<file path="src/inc/irq_pkg.sv">
// Constants, register map and types of the external interrupt and pending logic
package irq_pkg;

    // ************************************************************
    // Register indices; byte address is four times the index
    // ************************************************************
    localparam logic [7:0] IDX_EXT_FLAGS   = 8'h3a;
    localparam logic [7:0] IDX_EXT_MASK    = 8'h3b;
    localparam logic [7:0] IDX_MCU_CTRL    = 8'h35;
    localparam logic [7:0] IDX_STATUS_REG  = 8'h3f;
    localparam logic [7:0] IDX_EVT_STATUS  = 8'h30;
    localparam logic [7:0] IDX_EVT_MASK    = 8'h31;
    localparam int         ADDR_W          = 12;

    // ************************************************************
    // Field positions and reset values
    // ************************************************************
    localparam int         BIT_ONE         = 7;
    localparam int         BIT_ZERO        = 6;
    localparam int         BIT_GIE         = 7;
    localparam int         SENSE_ONE_LSB   = 2;
    localparam int         SENSE_ZERO_LSB  = 0;
    localparam int         EVT_W           = 3;
    localparam int         EVT_SET_ZERO    = 0;
    localparam int         EVT_SET_ONE     = 1;
    localparam int         EVT_VECTOR      = 2;
    localparam logic [7:0] RESET_BYTE      = 8'h00;

    // ************************************************************
    // Sense codes, vectors and response timing
    // ************************************************************
    localparam logic [1:0]  SENSE_LOW      = 2'h0;
    localparam logic [1:0]  SENSE_FALL     = 2'h2;
    localparam logic [1:0]  SENSE_RISE     = 2'h3;
    localparam logic [11:0] VEC_ZERO       = 12'h001;
    localparam logic [11:0] VEC_ONE        = 12'h002;
    localparam int          RESPONSE_CYCLES = 4;
    localparam logic [2:0]  RESP_LAST      = 3'(RESPONSE_CYCLES - 1);

    typedef enum logic [0:0] {
        PH_IDLE,
        PH_WAIT
    } phase_t;

endpackage

</file>
<file path="src/inc/irq_sense_if.sv">
// Synchronised pin levels and edges passed from the sampler to the controller
`timescale 1ns/10ps
`default_nettype none
interface irq_sense_if;
    logic [1:0] level;
    logic [1:0] rise;
    logic [1:0] fall;

    modport sampler (output level, rise, fall);
    modport user    (input  level, rise, fall);
endinterface
`default_nettype wire

</file>
<file path="src/logic/ext_irq_and_pending_logic.sv">
// External interrupt pins, pending flags, priority and vectoring with APB registers
//
// Design decision made here: the APB interface to the registers.
`timescale 1ns/10ps
`default_nettype none
module ext_irq_and_pending_logic
    import irq_pkg::*;
(
    // Clock and reset
    input  wire logic              pclk,
    input  wire logic              presetn,
    input  wire logic              clk_en,
    // APB slave
    input  wire logic              psel,
    input  wire logic              penable,
    input  wire logic              pwrite,
    input  wire logic [ADDR_W-1:0] paddr,
    input  wire logic [31:0]       pwdata,
    output logic [31:0]            prdata,
    output logic                   pready,
    output logic                   pslverr,
    // Processor core
    input  wire logic              core_busy,
    input  wire logic              core_return,
    output logic                   vec_valid,
    output logic [11:0]            vec_addr,
    // External request pins
    input  wire logic              ext_pin_zero,
    input  wire logic              ext_pin_one,
    // System interrupt
    output logic                   irq
);

    typedef struct packed {
        logic             gie;
        logic [1:0]       en;
        logic [1:0]       flag;
        logic [3:0]       sense;
        logic [EVT_W-1:0] evt_sts;
        logic [EVT_W-1:0] evt_msk;
        phase_t           phase;
        logic [2:0]       cnt;
        logic             vec_valid;
        logic [11:0]      vec_addr;
        logic [31:0]      prdata;
        logic             ready;
        logic             slverr;
        logic             irq;
    } ctrl_state_t;

    ctrl_state_t s;
    ctrl_state_t next_s;

    irq_sense_if sense_bus ();

    // ************************************************************
    // Pin sampling
    // ************************************************************
    irq_pin_sampler u_sampler (
        .pclk    (pclk),
        .presetn (presetn),
        .clk_en  (clk_en),
        .pin_in  ({ext_pin_one, ext_pin_zero}),
        .sense   (sense_bus)
    );

    // ************************************************************
    // Helpers
    // ************************************************************
    function automatic logic hit(input logic [ADDR_W-1:0] addr, input logic [7:0] idx);
        hit = (addr == {2'h0, idx, 2'h0});
    endfunction

    function automatic logic [1:0] sense_of(input logic [3:0] field, input int pin);
        sense_of = (pin == 0) ? field[SENSE_ZERO_LSB +: 2] : field[SENSE_ONE_LSB +: 2];
    endfunction

    function automatic logic [7:0] read_byte(input ctrl_state_t st, input logic [ADDR_W-1:0] a);
        read_byte = RESET_BYTE;
        if (hit(a, IDX_EXT_FLAGS)) begin
            read_byte[BIT_ONE:BIT_ZERO] = st.flag;
        end else if (hit(a, IDX_EXT_MASK)) begin
            read_byte[BIT_ONE:BIT_ZERO] = st.en;
        end else if (hit(a, IDX_MCU_CTRL)) begin
            read_byte[3:0] = st.sense;
        end else if (hit(a, IDX_STATUS_REG)) begin
            read_byte[BIT_GIE] = st.gie;
        end else if (hit(a, IDX_EVT_STATUS)) begin
            read_byte[EVT_W-1:0] = st.evt_sts;
        end else if (hit(a, IDX_EVT_MASK)) begin
            read_byte[EVT_W-1:0] = st.evt_msk;
        end
    endfunction

    function automatic logic mapped(input logic [ADDR_W-1:0] a);
        mapped = hit(a, IDX_EXT_FLAGS) | hit(a, IDX_EXT_MASK) | hit(a, IDX_MCU_CTRL)
               | hit(a, IDX_STATUS_REG) | hit(a, IDX_EVT_STATUS) | hit(a, IDX_EVT_MASK);
    endfunction

    // ************************************************************
    // Next state
    // ************************************************************
    logic [1:0]       level_req;
    logic [1:0]       edge_set;
    logic [1:0]       wr_clr;
    logic [1:0]       vec_clr;
    logic [1:0]       req;
    logic             setup;
    logic             done;
    logic             wr;
    logic [EVT_W-1:0] evt_set;
    logic [EVT_W-1:0] evt_clr;
    logic [1:0]       sn;

    always_comb begin
        next_s    = s;
        level_req = '0;
        edge_set  = '0;
        wr_clr    = '0;
        vec_clr   = '0;
        req       = '0;
        evt_set   = '0;
        evt_clr   = '0;
        sn        = '0;
        setup     = psel & ~penable;
        done      = psel & penable & s.ready;
        wr        = done & pwrite & ~s.slverr;

        // Sense decode per pin
        for (int i = 0; i < 2; i++) begin
            sn = sense_of(s.sense, i);
            level_req[i] = (sn == SENSE_LOW) & ~sense_bus.level[i];
            edge_set[i]  = ((sn == SENSE_RISE) & sense_bus.rise[i])
                         | ((sn == SENSE_FALL) & sense_bus.fall[i]);
        end

        // Requests: flag or live low level, gated by own enable
        req = s.en & (s.flag | level_req);

        if (clk_en) begin
            next_s.vec_valid = 1'b0;

            // Global enable from return
            if (core_return) begin
                next_s.gie = 1'b1;
            end

            // Response sequencing
            case (s.phase)
                PH_IDLE: begin
                    if (s.gie && (req != 2'h0)) begin
                        next_s.phase = PH_WAIT;
                        next_s.cnt   = 3'h1;
                    end
                end
                PH_WAIT: begin
                    if (!s.gie || (req == 2'h0)) begin
                        next_s.phase = PH_IDLE;
                        next_s.cnt   = 3'h0;
                    end else if (s.cnt < RESP_LAST) begin
                        next_s.cnt = s.cnt + 3'h1;
                    end else if (!core_busy) begin
                        next_s.phase     = PH_IDLE;
                        next_s.cnt       = 3'h0;
                        next_s.vec_valid = 1'b1;
                        next_s.gie       = 1'b0;
                        evt_set[EVT_VECTOR] = 1'b1;
                        if (req[0]) begin
                            next_s.vec_addr = VEC_ZERO;
                            vec_clr[0]      = 1'b1;
                        end else begin
                            next_s.vec_addr = VEC_ONE;
                            vec_clr[1]      = 1'b1;
                        end
                    end
                end
                default: begin
                    next_s.phase = PH_IDLE;
                    next_s.cnt   = 3'h0;
                end
            endcase

            // APB slave: answer one cycle after setup
            next_s.ready = setup;
            if (setup) begin
                next_s.prdata  = {24'h0, read_byte(s, paddr)};
                next_s.slverr  = ~mapped(paddr);
            end
            if (wr && hit(paddr, IDX_EXT_FLAGS)) begin
                wr_clr = pwdata[BIT_ONE:BIT_ZERO];
            end
            if (wr && hit(paddr, IDX_EXT_MASK)) begin
                next_s.en = pwdata[BIT_ONE:BIT_ZERO];
            end
            if (wr && hit(paddr, IDX_MCU_CTRL)) begin
                next_s.sense = pwdata[3:0];
            end
            if (wr && hit(paddr, IDX_STATUS_REG) && !next_s.vec_valid) begin
                next_s.gie = pwdata[BIT_GIE];
            end
            if (wr && hit(paddr, IDX_EVT_MASK)) begin
                next_s.evt_msk = pwdata[EVT_W-1:0];
            end
            if (done && !pwrite && hit(paddr, IDX_EVT_STATUS)) begin
                evt_clr = s.prdata[EVT_W-1:0];
            end

            // Pending flags: set wins over clear, level mode holds zero
            for (int i = 0; i < 2; i++) begin
                if (sense_of(s.sense, i) == SENSE_LOW) begin
                    next_s.flag[i] = 1'b0;
                end else if (edge_set[i]) begin
                    next_s.flag[i] = 1'b1;
                end else if (wr_clr[i] || vec_clr[i]) begin
                    next_s.flag[i] = 1'b0;
                end
            end
            evt_set[EVT_SET_ZERO] = edge_set[0] & ~s.flag[0];
            evt_set[EVT_SET_ONE]  = edge_set[1] & ~s.flag[1];

            // Sticky event status, read to clear, set wins
            next_s.evt_sts = (s.evt_sts & ~evt_clr) | evt_set;
            next_s.irq     = |(next_s.evt_sts & s.evt_msk);
        end
    end

    // ************************************************************
    // State register
    // ************************************************************
    always_ff @(posedge pclk or negedge presetn) begin
        if (!presetn) begin
            s <= '0;
        end else begin
            s <= next_s;
        end
    end

    // ************************************************************
    // Outputs
    // ************************************************************
    assign prdata    = s.prdata;
    assign pready    = s.ready;
    assign pslverr   = s.slverr;
    assign vec_valid = s.vec_valid;
    assign vec_addr  = s.vec_addr;
    assign irq       = s.irq;

endmodule
`default_nettype wire

</file>
<file path="src/logic/irq_pin_sampler.sv">
// Two-stage synchroniser and edge detector for the external request pins
`timescale 1ns/10ps
`default_nettype none
module irq_pin_sampler
    import irq_pkg::*;
(
    // Clock and reset
    input  wire logic     pclk,
    input  wire logic     presetn,
    input  wire logic     clk_en,
    // Pads
    input  wire logic [1:0] pin_in,
    // To controller
    irq_sense_if.sampler  sense
);

    typedef struct packed {
        logic [1:0] sync1;
        logic [1:0] sync2;
        logic [1:0] prev;
        logic [1:0] rise;
        logic [1:0] fall;
        logic [1:0] warm;
    } sampler_state_t;

    sampler_state_t s;
    sampler_state_t next_s;

    // ************************************************************
    // Edge detection
    // ************************************************************
    always_comb begin
        next_s = s;
        if (clk_en) begin
            next_s.sync1 = pin_in;
            next_s.sync2 = s.sync1;
            next_s.prev  = s.sync2;
            next_s.warm  = (s.warm == 2'h3) ? s.warm : s.warm + 2'h1;
            // No edges until the chain holds real pin levels after reset
            next_s.rise  = (s.warm == 2'h3) ? (s.sync2 & ~s.prev) : 2'h0;
            next_s.fall  = (s.warm == 2'h3) ? (~s.sync2 & s.prev) : 2'h0;
        end
    end

    always_ff @(posedge pclk or negedge presetn) begin
        if (!presetn) begin
            s <= '0;
        end else begin
            s <= next_s;
        end
    end

    assign sense.level = s.sync2;
    assign sense.rise  = s.rise;
    assign sense.fall  = s.fall;

endmodule
`default_nettype wire

</file>
<file path="config.mk">
export PLATFORM = sky130hd
export DESIGN_NAME = ext_irq_and_pending_logic
export DESIGN_NICKNAME = d
export VERILOG_FILES = /design/src/inc/irq_pkg.sv /design/src/inc/irq_sense_if.sv /design/src/logic/ext_irq_and_pending_logic.sv /design/src/logic/irq_pin_sampler.sv
export SDC_FILE = /design/constraint.sdc
export NUM_CORES = 1
export LEC_CHECK = 0
export BUFFER_PORTS_ARGS = -buffer_cell sky130_fd_sc_hd__buf_4
export CORE_MARGIN = 4
export CORE_UTILIZATION = 45
export DETAILED_ROUTE_END_ITERATION = 12
export GPL_ROUTABILITY_DRIVEN = 0
export PLACE_DENSITY = 0.85
export SYNTH_ARGS = -nofsm -noshare
export SYNTH_HDL_FRONTEND = slang
export SYNTH_SLANG_ARGS = --single-unit
</file>
<file path="constraint.sdc">
create_clock -name pclk -period 4.08 [get_ports pclk]
set_input_delay 0.204 -clock pclk [delete_from_list [all_inputs] [get_ports pclk]]
set_output_delay 0.204 -clock pclk [all_outputs]
set_load 0.05 [all_outputs]
</file>
==> impl_metrics.env <==
export IMPL_cts_tree="done"
export IMPL_cts_buffers=5
export IMPL_cp_num_buf_inv=0
export IMPL_path_class="reg -> reg"
export IMPL_pwr_density_cell_nw_per_um2=354
export IMPL_grt_first_pass_wirelength_um=7750
export IMPL_first_iter_violations=146
export IMPL_leakage_nw=1.30
export IMPL_antenna_left=0
export IMPL_dp_hpwl_um=3580
export IMPL_worstSetupStartpointType="flop"
export IMPL_hold_start="ext_pin_one"
export IMPL_max_stage_delay_ns=0.60
export IMPL_finalNonFillerCells=342
export IMPL_r2r_end="s[54]"
export IMPL_synth_area_top_cells="dfrtp_1 43%, buf_4 13%, mux2_2 6.8%, o21ai_0 2.8%, nand2_1 2.4%"
export IMPL_setup_viol=0
export IMPL_period_needed_ns=2.18
export IMPL_end_kind="flop"
export IMPL_post_drt_via_cell_ratio=5.22
export IMPL_ys_seq_area_share_pct=43.3
export IMPL_groute_layer_met3_usage_pct=4.34
export IMPL_yosys_warnings=0
export IMPL_areaGrowthSynthToFinish_pct=10.3
export IMPL_grt_usage_pct=15.1
export IMPL_cts_max_level=2
export IMPL_die_x_um=82.3
export IMPL_final_nets=327
export IMPL_path_delay_family="simple AND/OR/NAND/NOR gates"
export IMPL_setup_tns_ns=0
export IMPL_cts_sinks=43
export IMPL_synth_async_reset_ratio_pct=100
export IMPL_synth_flop_cell="dfrtp_1"
export IMPL_rsz0062_at_grt="false"
export IMPL_cp_data_required_time_ns=4.26
export IMPL_arrival_ns=2.36
export IMPL_cp_depth=5
export IMPL_avgSynthCellArea_um2=10.3
export IMPL_antenna_found_initial=0
export IMPL_ios=102
export IMPL_grtUsageMet2_pct=22.7
export IMPL_wire_per_inst_um=14.2
export IMPL_io_buffers=39
export IMPL_path_clk_slew_ns=0.08
export IMPL_dp_cells=333
export IMPL_reg2reg_slack_ns=1.90
export IMPL_hp_class="in -> reg"
export IMPL_whs_path_depth=2
export IMPL_slew_violations=0
export IMPL_rows=26
export IMPL_grt_start_max_net_pins=44
export IMPL_first_pass_iters=4
export IMPL_synth_edf_count=0
export IMPL_cp_slowest_cell="or4b_4"
export IMPL_cap_viol_max_count=0
export IMPL_wl_um=4840
export IMPL_top_usage_layer="met2"
export IMPL_ys_seq_elements=43
export IMPL_holdPathEnd="u_sampler.s[11]"
export IMPL_dieArea_um2=6780
export IMPL_worstMarginPinSlew_ns=0.707
export IMPL_layout_drive_gt1_share_pct=26.1
export IMPL_ir_drop_mv=0.193
export IMPL_grt_pass1_vias=1655
export IMPL_core_um2=5240
export IMPL_clock_latency_ns=0.30
export IMPL_finClkSkew_ns=0.00826
export IMPL_fin_crit_sh_pct=53.5
export IMPL_start_util_pct=47.5
export IMPL_fillers=482
export IMPL_ys_types=54
export IMPL_diodes=0
export IMPL_multi_input_area_um2=1140
export IMPL_die_h_um=82.3
export IMPL_synth_top_area_share_pct=43.3
export IMPL_outcome="finished, final reports clean"
export IMPL_rr_startpoint="pready"
export IMPL_netlist_area_um2=2490
export IMPL_relSlewSlack_pct=52.4
export IMPL_ff_latch_area_um2=1080
export IMPL_grt_overflow=0
export IMPL_drc=0
export IMPL_fmax_mhz=458
export IMPL_root_buffer="clkbuf_8"
export IMPL_use_met1_pct=20.5
export IMPL_vias=1785
export IMPL_crit_fanout=4
export IMPL_post_cts_buffers=0
export IMPL_finalHoldViolations=0
export IMPL_synth_area_leader_cell="dfrtp_1"
export IMPL_worst_r2r_cell_count=5
export IMPL_crit_chain="nand3_1 > nor3b_1 > nand2_1 > or4b_4 > mux2_4"
export IMPL_syn_inst=241
export IMPL_cts_max_path_buffers=2
==> worst reg2reg max path, delay by kind of cell (launching register included) <==
kind / cells / cell delay [ns]
DFF: 1 / 0.41
and+or+nand+nor: 4 / 1.34
muxes: 1 / 0.31
==> state kept, by name (all words and copies together), names as in the netlist, 2 cells and up <==
signal / flops
u_sampler.sense.fall: 2
prdata: 6
u_sampler.sense.rise: 2
vec_addr: 2
u_sampler.sense.level: 2
s: 19
u_sampler.s: 6
==> cell type report <==
cell class              instances  area share, %
clock buffers                   7           3.51
repair buffers                 40           11.0
multi-input cells             171           41.4
inverters                      10           1.37
clock inverters                 1          0.274
well taps                      70           3.19
flip-flops and latches         43           39.2
==> synth_stat cells, drive strengths merged (2+ instances only) <==
cell type,count
and2,2
dfrtp,43
nand3b,2
a21o,2
nand3,4
nand4b,5
a31oi,3
o21a,2
or4,3
ha,2
nand4,2
a21boi,2
a21oi,3
nand2,16
inv,10
o21ai,14
and3b,2
a22o,5
nor2,9
mux2,18
and3,3
mux2i,4
or2,2
nor4,5
nor3,4
buf,46
clkbuf,6
a221o,3
==> power breakdown <==
group / leakage, nW / switching (mW) / internal [mW]
sequential: 0.572 / 0.0191 / 0.455
combinational: 0.676 / 0.135 / 0.0615
clock: 0.0505 / 0.146 / 0.154
==> metrics by stage <==
step	hold slack, ns	setup WS [ns]	utilization, %	cell area (µm²)	power (mW)
2_1_floorplan	-0.0916	1.83	-	2620	0.656
3_3_place_gp	0.223	1.85	50.2	2630	0.674
3_5_place_dp	0.226	1.83	50.2	2630	0.679
4_1_cts	0.120	1.91	52.4	2740	0.979
5_1_grt	0.129	1.78	52.4	2740	1.01
6_report	0.130	1.90	52.4	2740	0.970
==> cell usage in the layout (no fill, tap or decap), drive strengths merged, types with 2 or more instances in the layout <==
cell type  count
mux2          18
clkbuf         7
dfrtp         43
nand3b         2
and3           3
ha             2
nand3          4
nor2           9
a31oi          3
a221o          3
or4            3
nor3           4
a22o           5
a21oi          3
a21o           2
mux2i          4
o21a           2
buf           39
and3b          2
nor4           5
inv           10
and2           2
nand4b         5
or2            2
o21ai         14
nand2         16
a21boi         2
conb          36
nand4          2
==> timing repair <==
item / in CTS / in global routing
resized for setup: 0 / 0
hold buffers: 1 / 0
hold endpoints to repair: 43 / 0
==> routing by layer <==
metal / vias up / part of all wire, %
met1: 846 / 45
met4: 0 / 1.8
met2: 76 / 45
met5: - / 0
li1: 849 / -
met3: 14 / 7.8
==> worst max-delay path by stage <==
stage / slack [ns] / startpoint / end
finish: 1.90 / pready / s[54]
global route: 1.78 / pready / s[52]
CTS: 1.91 / pready / s[54]
detailed placement: 1.83 / paddr[9] / s[54]
global placement: 1.85 / paddr[9] / s[53]
floorplan: 1.83 / pready / s[52]
==> kinds of logic (layout without fill, tap and decap cells) <==
group           Yosys count  in the layout  synth area share, %
simple gates             63             63                 15.3
buf+inv                  62             58                 16.3
compound gates           47             47                 13.4
flops                    43             43                 43.3
mux                      22             22                 10.2
fa+ha+maj                 2              2                 1.01
other cells               1             36                0.151
xor+xnor                  1              1                0.352
Note: power is estimated with default switching activity, not from simulation.
